===== src/design/mdcr_defines.vh =====
// Purpose: constants for the metering dsp configuration register bank
// Assumes: 32-bit axi4-lite register bus, 20 MHz core clock
// Notes:   byte addresses are row index times four
`ifndef MDCR_DEFINES_VH
`define MDCR_DEFINES_VH

`define MDCR_ROW_PRI          2'h0
`define MDCR_ROW_SEC          2'h1
`define MDCR_ROW_SHR          2'h2
`define MDCR_ROW_PHC          2'h3
`define MDCR_ADDR_W           4
`define MDCR_ADDR_TOP         4'hC

`define MDCR_PRI_RST          32'h040000A0
`define MDCR_SEC_RST          32'h240000A0
`define MDCR_SHR_RST          32'h000004E0
`define MDCR_PHC_RST          32'h00000000

`define MDCR_CH_MASK          32'hFF3E01EF
`define MDCR_SHR_MASK         32'h0F8FFFFF
`define MDCR_PHC_MASK         32'h00FFFFFF

`define MDCR_CLR_LEN_LSB      0
`define MDCR_CLR_BIT          4
`define MDCR_VREF_BIT         5
`define MDCR_TC_LSB           6
`define MDCR_AEM_BIT          17
`define MDCR_APM_BIT          18
`define MDCR_HPFV_BIT         19
`define MDCR_HPFC_BIT         20
`define MDCR_ROC_BIT          21
`define MDCR_LPW_LSB          24
`define MDCR_LPS_LSB          28
`define MDCR_LCS_LSB          30

`define MDCR_TIME_LSB         0
`define MDCR_ZSEL_LSB         14
`define MDCR_ZEN_BIT          16
`define MDCR_TOL_LSB          17
`define MDCR_TMP_BIT          19
`define MDCR_SWRST_BIT        20
`define MDCR_LATCH_A_BIT      21
`define MDCR_LATCH_B_BIT      22
`define MDCR_AUTO_BIT         23
`define MDCR_LEDOFF1_BIT      24
`define MDCR_LEDOFF2_BIT      25
`define MDCR_CUM_BIT          26
`define MDCR_FREQ_BIT         27

`define MDCR_CLK_HZ           20000000
`define MDCR_AUTO_DIV         2560
`define MDCR_AUTO_LAST        12'h9FF
`define MDCR_AUTO_W           12

`define MDCR_RESP_OKAY        2'h0
`define MDCR_RESP_SLVERR      2'h2

`endif


===== src/design/mdcr_regs.v =====
// Purpose: configuration register bank for a two-channel metering dsp
// Assumes: axi4-lite slave, single clock, synchronous active-low reset
// Notes:   strobe bits self-clear and read as zero
//          soft reset discards the rest of its write, but latch bits 21/22 in it still strobe
//          pulse inputs pass a two-stage synchroniser
//          unaligned addresses answer with slverr
//
// Overview of operation
// - 4-bit per-channel sag/swell clear pulse length
// - bit 4 clears sag/swell, self-clears
// - bit 5 internal reference enable, resets one
// - 3-bit reference tempco select, resets two
// - bit 17 apparent energy from vector power
// - bit 18 vector power from active power
// - bits 19/20 bypass voltage/current high-pass
// - bit 21 inserts coil integrator
// - 4-bit pulse rate scale, reset four
// - 2-bit pulse power type select
// - 2-bit pulse source select
// - 14-bit sag time threshold, reset 0x4E0
// - 2-bit aux pin source or clock select
// - bit 19 tamper enable, 2-bit tolerance
// - bit 20 restores all defaults, self-clears
// - bits 21/22 latch channel measurements, self-clear
// - bit 23 auto-latches at 7.8125 kHz
// - bits 24/25 force pulse pins low
// - bit 26 combined energy is difference
// - phase trims: secondary low, primary high
//
// Decided for this implementation: the register addresses and the AXI4-Lite interface to the registers.
`timescale 1ns/10ps
`include "mdcr_defines.vh"

module mdcr_regs (
	input  wire        clk,
	input  wire        rst_b,
	input  wire        clk_en,
	input  wire [3:0]  s_axi_awaddr,
	input  wire        s_axi_awvalid,
	output reg         s_axi_awready,
	input  wire [31:0] s_axi_wdata,
	input  wire [3:0]  s_axi_wstrb,
	input  wire        s_axi_wvalid,
	output reg         s_axi_wready,
	output reg  [1:0]  s_axi_bresp,
	output reg         s_axi_bvalid,
	input  wire        s_axi_bready,
	input  wire [3:0]  s_axi_araddr,
	input  wire        s_axi_arvalid,
	output reg         s_axi_arready,
	output reg  [31:0] s_axi_rdata,
	output reg  [1:0]  s_axi_rresp,
	output reg         s_axi_rvalid,
	input  wire        s_axi_rready,
	output reg         sagswell_clear_a,
	output reg         sagswell_clear_b,
	output reg  [31:0] primary_dsp_control_q,
	output reg  [31:0] secondary_dsp_control_q,
	output reg  [31:0] shared_dsp_control_q,
	output reg  [31:0] phase_compensation_control_q,
	output reg         snapshot_strobe_a,
	output reg         snapshot_strobe_b,
	input  wire        pulse_in_1,
	input  wire        pulse_in_2,
	output reg         pulse_pin_1,
	output reg         pulse_pin_2
);

////////////////////////////////////////////////////////////////////////////////
// write channel capture

reg  [3:0]  awaddr_q;
reg         aw_have_q;
reg  [31:0] wdata_q;
reg  [3:0]  wstrb_q;
reg         w_have_q;
wire        wr_go;
wire        wr_hit;
wire [1:0]  wr_row;
wire        wr_pri;
wire        wr_sec;
wire        wr_shr;
reg  [31:0] bytemask;
integer     i;

assign wr_go  = aw_have_q && w_have_q && !s_axi_bvalid;
assign wr_hit = (awaddr_q <= `MDCR_ADDR_TOP) && (awaddr_q[1:0] == 2'h0);
assign wr_row = awaddr_q[3:2];
// per-row write strobes
assign wr_pri = wr_go && wr_hit && (wr_row == `MDCR_ROW_PRI);
assign wr_sec = wr_go && wr_hit && (wr_row == `MDCR_ROW_SEC);
assign wr_shr = wr_go && wr_hit && (wr_row == `MDCR_ROW_SHR);

always @* begin
	bytemask = 32'h00000000;
	for (i = 0; i < 4; i = i + 1) begin
		bytemask[i*8 +: 8] = {8{wstrb_q[i]}};
	end
end

always @(posedge clk) begin
	if (!rst_b) begin
		aw_have_q     <= 1'b0;
		w_have_q      <= 1'b0;
		awaddr_q      <= 4'h0;
		wdata_q       <= 32'h00000000;
		wstrb_q       <= 4'h0;
		s_axi_awready <= 1'b0;
		s_axi_wready  <= 1'b0;
		s_axi_bvalid  <= 1'b0;
		s_axi_bresp   <= `MDCR_RESP_OKAY;
	end else if (clk_en) begin
		s_axi_awready <= !aw_have_q && !s_axi_awready && s_axi_awvalid;
		s_axi_wready  <= !w_have_q && !s_axi_wready && s_axi_wvalid;
		if (s_axi_awvalid && s_axi_awready) begin
			aw_have_q <= 1'b1;
			awaddr_q  <= s_axi_awaddr;
		end
		if (s_axi_wvalid && s_axi_wready) begin
			w_have_q <= 1'b1;
			wdata_q  <= s_axi_wdata;
			wstrb_q  <= s_axi_wstrb;
		end
		if (wr_go) begin
			aw_have_q    <= 1'b0;
			w_have_q     <= 1'b0;
			s_axi_bvalid <= 1'b1;
			s_axi_bresp  <= wr_hit ? `MDCR_RESP_OKAY : `MDCR_RESP_SLVERR;
		end else if (s_axi_bvalid && s_axi_bready) begin
			s_axi_bvalid <= 1'b0;
		end
	end
end

////////////////////////////////////////////////////////////////////////////////
// register file

wire [31:0] wval;
wire        sw_reset;
wire [3:0]  len_a;
wire [3:0]  len_b;

assign wval     = wdata_q & bytemask;
assign sw_reset = wr_shr && wval[`MDCR_SWRST_BIT];

function [31:0] merge;
	input [31:0] old;
	input [31:0] nw;
	input [31:0] bm;
	input [31:0] keep;
	begin
		merge = ((old & ~bm) | (nw & bm)) & keep;
	end
endfunction

always @(posedge clk) begin
	if (!rst_b) begin
		primary_dsp_control_q        <= `MDCR_PRI_RST;
		secondary_dsp_control_q      <= `MDCR_SEC_RST;
		shared_dsp_control_q         <= `MDCR_SHR_RST;
		phase_compensation_control_q <= `MDCR_PHC_RST;
	end else if (clk_en) begin
		if (sw_reset) begin
			primary_dsp_control_q        <= `MDCR_PRI_RST;
			secondary_dsp_control_q      <= `MDCR_SEC_RST;
			shared_dsp_control_q         <= `MDCR_SHR_RST;
			phase_compensation_control_q <= `MDCR_PHC_RST;
		end else if (wr_go && wr_hit) begin
			case (wr_row)
				`MDCR_ROW_PRI: primary_dsp_control_q <= merge(primary_dsp_control_q,
					wval, bytemask, `MDCR_CH_MASK);
				`MDCR_ROW_SEC: secondary_dsp_control_q <= merge(secondary_dsp_control_q,
					wval, bytemask, `MDCR_CH_MASK);
				`MDCR_ROW_SHR: shared_dsp_control_q <= merge(shared_dsp_control_q,
					wval, bytemask, `MDCR_SHR_MASK);
				default: phase_compensation_control_q <= merge(
					phase_compensation_control_q, wval, bytemask, `MDCR_PHC_MASK);
			endcase
		end
	end
end

// length taken from the write that sets the clear bit
assign len_a = wval[`MDCR_CLR_LEN_LSB +: 4];
assign len_b = wval[`MDCR_CLR_LEN_LSB +: 4];

////////////////////////////////////////////////////////////////////////////////
// sag/swell clear pulses and measurement latch strobes

reg  [4:0]  clr_cnt_a_q;
reg  [4:0]  clr_cnt_b_q;
reg  [11:0] auto_cnt_q;
wire        clr_req_a;
wire        clr_req_b;
wire        auto_tick;

assign clr_req_a = wr_pri && wval[`MDCR_CLR_BIT];
assign clr_req_b = wr_sec && wval[`MDCR_CLR_BIT];
assign auto_tick = shared_dsp_control_q[`MDCR_AUTO_BIT]
	&& (auto_cnt_q == `MDCR_AUTO_LAST);

always @(posedge clk) begin
	if (!rst_b) begin
		clr_cnt_a_q       <= 5'h00;
		clr_cnt_b_q       <= 5'h00;
		sagswell_clear_a  <= 1'b0;
		sagswell_clear_b  <= 1'b0;
		auto_cnt_q        <= 12'h000;
		snapshot_strobe_a <= 1'b0;
		snapshot_strobe_b <= 1'b0;
	end else if (clk_en) begin
		// pulse lasts len+1 cycles
		if (clr_req_a) begin
			clr_cnt_a_q      <= {1'b0, len_a} + 5'h01;
			sagswell_clear_a <= 1'b1;
		end else if (clr_cnt_a_q > 5'h01) begin
			clr_cnt_a_q <= clr_cnt_a_q - 5'h01;
		end else begin
			clr_cnt_a_q      <= 5'h00;
			sagswell_clear_a <= 1'b0;
		end
		if (clr_req_b) begin
			clr_cnt_b_q      <= {1'b0, len_b} + 5'h01;
			sagswell_clear_b <= 1'b1;
		end else if (clr_cnt_b_q > 5'h01) begin
			clr_cnt_b_q <= clr_cnt_b_q - 5'h01;
		end else begin
			clr_cnt_b_q      <= 5'h00;
			sagswell_clear_b <= 1'b0;
		end
		if (!shared_dsp_control_q[`MDCR_AUTO_BIT] || auto_tick) begin
			auto_cnt_q <= 12'h000;
		end else begin
			auto_cnt_q <= auto_cnt_q + 12'h001;
		end
		snapshot_strobe_a <= auto_tick || (wr_shr && wval[`MDCR_LATCH_A_BIT]);
		snapshot_strobe_b <= auto_tick || (wr_shr && wval[`MDCR_LATCH_B_BIT]);
	end
end

////////////////////////////////////////////////////////////////////////////////
// pulse pins

wire pin1_s;
wire pin2_s;

mdcr_sync2 #(
	.WIDTH(1)
) mdcr_sync2_pin1_i (
	.clk      (clk),
	.rst_b    (rst_b),
	.clk_en   (clk_en),
	.async_in (pulse_in_1),
	.sync_out (pin1_s)
);

mdcr_sync2 #(
	.WIDTH(1)
) mdcr_sync2_pin2_i (
	.clk      (clk),
	.rst_b    (rst_b),
	.clk_en   (clk_en),
	.async_in (pulse_in_2),
	.sync_out (pin2_s)
);

always @(posedge clk) begin
	if (!rst_b) begin
		pulse_pin_1 <= 1'b0;
		pulse_pin_2 <= 1'b0;
	end else if (clk_en) begin
		pulse_pin_1 <= pin1_s && !shared_dsp_control_q[`MDCR_LEDOFF1_BIT];
		pulse_pin_2 <= pin2_s && !shared_dsp_control_q[`MDCR_LEDOFF2_BIT];
	end
end

////////////////////////////////////////////////////////////////////////////////
// read channel

wire        rd_hit;
wire [1:0]  rd_row;

// unaligned reads answer slverr with zero data
assign rd_hit = (s_axi_araddr[1:0] == 2'h0);
assign rd_row = s_axi_araddr[3:2];

always @(posedge clk) begin
	if (!rst_b) begin
		s_axi_arready <= 1'b0;
		s_axi_rvalid  <= 1'b0;
		s_axi_rdata   <= 32'h00000000;
		s_axi_rresp   <= `MDCR_RESP_OKAY;
	end else if (clk_en) begin
		s_axi_arready <= !s_axi_rvalid && !s_axi_arready && s_axi_arvalid;
		if (s_axi_arvalid && s_axi_arready) begin
			s_axi_rvalid <= 1'b1;
			s_axi_rresp  <= `MDCR_RESP_OKAY;
			if (!rd_hit) begin
				s_axi_rdata <= 32'h00000000;
				s_axi_rresp <= `MDCR_RESP_SLVERR;
			end else begin
				case (rd_row)
					`MDCR_ROW_PRI: s_axi_rdata <= primary_dsp_control_q;
					`MDCR_ROW_SEC: s_axi_rdata <= secondary_dsp_control_q;
					`MDCR_ROW_SHR: s_axi_rdata <= shared_dsp_control_q;
					default:       s_axi_rdata <= phase_compensation_control_q;
				endcase
			end
		end else if (s_axi_rvalid && s_axi_rready) begin
			s_axi_rvalid <= 1'b0;
		end
	end
end

endmodule

////////////////////////////////////////////////////////////////////////////////
// two-stage synchroniser for inputs from outside the clock domain

module mdcr_sync2 #(
	parameter WIDTH = 1
) (
	input  wire             clk,
	input  wire             rst_b,
	input  wire             clk_en,
	input  wire [WIDTH-1:0] async_in,
	output reg  [WIDTH-1:0] sync_out
);

reg [WIDTH-1:0] meta_q;

always @(posedge clk) begin
	if (!rst_b) begin
		meta_q   <= {WIDTH{1'b0}};
		sync_out <= {WIDTH{1'b0}};
	end else if (clk_en) begin
		meta_q   <= async_in;
		sync_out <= meta_q;
	end
end

endmodule


===== config.mk =====
export PLATFORM = sky130hd
export DESIGN_NAME = mdcr_regs
export DESIGN_NICKNAME = d
export VERILOG_FILES = /design/src/design/mdcr_regs.v
export VERILOG_INCLUDE_DIRS = /design/src /design/src/design
export SDC_FILE = /design/constraint.sdc
export NUM_CORES = 1
export LEC_CHECK = 0
export BUFFER_PORTS_ARGS = -buffer_cell sky130_fd_sc_hd__clkbuf_2
export CORE_AREA = 2 2 94 187
export CTS_CLUSTER_DIAMETER = 100
export CTS_CLUSTER_SIZE = 16
export DETAILED_ROUTE_END_ITERATION = 10
export DIE_AREA = 0 0 96 189
export GPL_TIMING_DRIVEN = 0
export PLACE_DENSITY_LB_ADDON = 0.05
export SYNTH_ARGS = -nofsm -noshare
export SYNTH_HDL_FRONTEND = slang
export SYNTH_SLANG_ARGS = --single-unit

===== constraint.sdc =====
create_clock -name clk -period 1.8 [get_ports clk]
set_input_delay 0.36 -clock clk [delete_from_list [all_inputs] [get_ports clk]]
set_output_delay 0.36 -clock clk [all_outputs]
set_load 0.05 [all_outputs]

==> flow_metrics.env <==
export IMPL_numCtsBuffers=16
export IMPL_htreeDepth=1
export IMPL_nFillCells=1505
export IMPL_synthDistinctLibCells=72
export IMPL_leakage_nw=4.57
export IMPL_synth_compound_area_share=0.185
export IMPL_grt_max_degree=17
export IMPL_yosysWarnings=0
export IMPL_maxSlewHeadroom=0.432
export IMPL_nNetsFinal=1255
export IMPL_synth_mux_area_frac=0.0712
export IMPL_worst_skew_pair_late_latency_ns=0.48
export IMPL_area_delta_synth_final_pct=22.8
export IMPL_clkTransAtPathRegs_ns=0.07
export IMPL_synthAdderAreaFrac=0.00863
export IMPL_synth_top_family_by_area="compound AO/OA/AOI/OAI gates"
export IMPL_synth_largest_area_cell="dfxtp_1"
export IMPL_rsz0062_at_grt="true"
export IMPL_drt_initial_drc_count=619
export IMPL_antenna_cells=0
export IMPL_ant_nets=0
export IMPL_fin_crit_sh=0.992
export IMPL_clockBufferDepth=3
export IMPL_num_rows=67
export IMPL_fmax_mhz=560
export IMPL_drive_gt1_frac=0.273
export IMPL_die_area_um2=18100
export IMPL_hp_class="in2reg"
export IMPL_num_vias=8155
export IMPL_synth_area_um2=8700
export IMPL_worst_pin_slew_ns=0.851
export IMPL_final_hold_violation_count=0
export IMPL_period_needed_ns=1.79
export IMPL_power_density_nw_per_um2=827
export IMPL_antenna_found_initial=0
export IMPL_crit_fanout=6
export IMPL_peakVddDrop_uv=787
export IMPL_drt_wirelength_per_cell_um=20.5
export IMPL_slew_viol_final=0
export IMPL_design_core_area_um2=16700
export IMPL_synth_area_top_cells="dfxtp_1, nand2_1, a21oi_1"
export IMPL_drv_cap=0
export IMPL_synth_edff_count=0
export IMPL_start_util=0.521
export IMPL_io_buffer_count=186
export IMPL_synthSimpleGateAreaFrac=0.179
export IMPL_cts_tree="done"
export IMPL_finClkSkew_ns=0.0112
export IMPL_drcViolationCount=0
export IMPL_via_per_inst=5.82
export IMPL_grt_usage=0.310
export IMPL_worst_ep_required_time_ns=2.16
export IMPL_fp_dieH_um=189
export IMPL_grt_pass1_wl_um=42600
export IMPL_cts_sinks=204
export IMPL_ys_flop_type="dfxtp_1"
export IMPL_cts_hold_buf=0
export IMPL_post_route_cell_area_um2=10700
export IMPL_yosys_area_top_type_share=0.470
export IMPL_setup_viol=0
export IMPL_postPlaceCellArea_um2=10000
export IMPL_wirelength_um=28800
export IMPL_grt_pass1_vias=7646
export IMPL_io_pins=229
export IMPL_ys_seq_area_frac=0.470
export IMPL_dieWidth_um=96
export IMPL_avgSynthCellArea_um2=9.21
export IMPL_cts_root_buf="clkbuf_16"
export IMPL_drtPass1Iterations=5
export IMPL_holdWs_ns=0.0930
export IMPL_overflow=0
export IMPL_netlist_instances=944
export IMPL_status="complete, no violations"
export IMPL_start_kind="register"
export IMPL_ys_ff_latch=204
export IMPL_synthArstFlopShare=0
export IMPL_arrival_ns=2.15
export IMPL_synthXorXnorAreaFrac=0.0131
export IMPL_critPathCaptureType="register"
export IMPL_gp_congestion=0.900
export IMPL_hpwl_um=21400
export IMPL_tns_ns=0
export IMPL_path_class="reg2reg"
state kept, by name, summed over array words and instances (netlist names), 4 cells and up:
register	flops
secondary_dsp_control_q	21
phase_compensation_control_q	24
clr_cnt_a_q	5
shared_dsp_control_q	25
s_axi_rdata	32
wdata_q	32
wstrb_q	4
awaddr_q	4
auto_cnt_q	12
primary_dsp_control_q	21
clr_cnt_b_q	5
cells in the final DEF, fill, tap and decap left out, types with 11 or more instances in the layout:
| master | instances |
|---|---|
| a22o_1 | 32 |
| a22oi_1 | 19 |
| conb_1 | 39 |
| clkbuf_2 | 189 |
| o21ai_0 | 22 |
| nor2_1 | 83 |
| nand4_1 | 18 |
| mux4_2 | 11 |
| inv_1 | 19 |
| dfxtp_1 | 201 |
| and3_1 | 12 |
| nand3_1 | 27 |
| clkbuf_16 | 17 |
| mux2i_1 | 36 |
| a21oi_1 | 74 |
| buf_2 | 16 |
| buf_4 | 53 |
| clkbuf_1 | 25 |
| nand2_1 | 132 |
per-layer routing:
metal,routed length [um],global-route usage
met1,9960,0.341
met2,15200,0.554
met3,2050,0.0505
met4,1600,0.156
met5,0,0
timing repair:
item,in CTS,in global routing
resized for setup,15,21
setup buffers,5,6
pin swaps,3,4
endpoints found under the setup margin,86,75
synthesized netlist by cell type (4+ instances only):
library cell / number
inv_1: 19
dfxtp_1: 204
mux4_2: 11
a32oi_1: 10
nand4_1: 18
and3_1: 12
nor3_1: 6
or3_1: 6
buf_2: 20
and2_1: 5
nor2_1: 83
buf_4: 42
nand2_1: 132
a22o_1: 32
o21a_1: 5
xor2_1: 4
a31oi_1: 6
mux2i_1: 36
a222oi_1: 10
o2bb2ai_1: 5
a32o_1: 5
o22ai_1: 6
a21oi_1: 78
clkbuf_1: 31
xnor2_1: 9
a2bb2oi_1: 5
a22oi_1: 19
nor2b_1: 4
o21ai_0: 22
ha_1: 6
nand3_1: 28
power breakdown:
group          leakage [nW]  internal (W)  switching [W]
combinational          2.69      0.000261       0.000569
clock                 0.224       0.00182        0.00157
sequential             1.65       0.00456      0.0000542
total                  4.57       0.00664        0.00219
worst max-delay path, cell delays in order (launching register included):
cell	delay [ns]
dfxtp_1	0.39
nand4b_2	0.33
nor3_4	0.36
buf_4	0.20
nand3_2	0.20
mux2i_1	0.18
final cells by class:
type	count	area, um2	share of cell area
Multi-Input combinational cell	661	4230	0.396
Buffer	95	564	0.0528
Sequential cell	204	4090	0.383
Inverter	20	75.1	0.00703
Timing Repair Buffer	197	1010	0.0949
Clock buffer	17	425	0.0398
Tap cell	207	259	0.0242
Clock inverter	1	30.0	0.00281
per-stage QoR:
stage          power, W   util  setup slack [ns]  cells
2_1_floorplan   0.00530      -            0.0283    982
3_3_place_gp    0.00552  0.601            -0.477   1375
3_5_place_dp    0.00552  0.601            -0.508   1375
4_1_cts         0.00885  0.634           0.00592   1397
5_1_grt         0.00907  0.640           -0.0386   1402
6_report        0.00883  0.640            0.0144   1402
worst paths after layout:
kind	startpoint	to	slack, ns	cells past startpoint
hold reg to reg	s_axi_rdata[28]$_SDFFE_PN0P_	s_axi_rdata[28]$_SDFFE_PN0P_	0.45	2
setup reg to reg	s_axi_bvalid$_SDFFE_PN0P_	shared_dsp_control_q[18]$_SDFFE_PN0P_	0.01	5
setup / recovery	s_axi_bvalid$_SDFFE_PN0P_	shared_dsp_control_q[18]$_SDFFE_PN0P_	0.01	5
hold / removal	s_axi_wdata[27]	wdata_q[27]$_SDFFE_PN0P_	0.09	3
cells by family (layout without fill, tap and decap cells):
kind of cell,Yosys count,after routing
DFF,204,204
and+or+nand+nor,324,324
buffers and inverters,117,330
AOI/OAI and AO/OA,231,231
muxes,48,48
xor gates and xnor gates,13,13
adders and majority gates,6,6
other,1,39
Note: power is estimated with default switching activity, not from simulation.
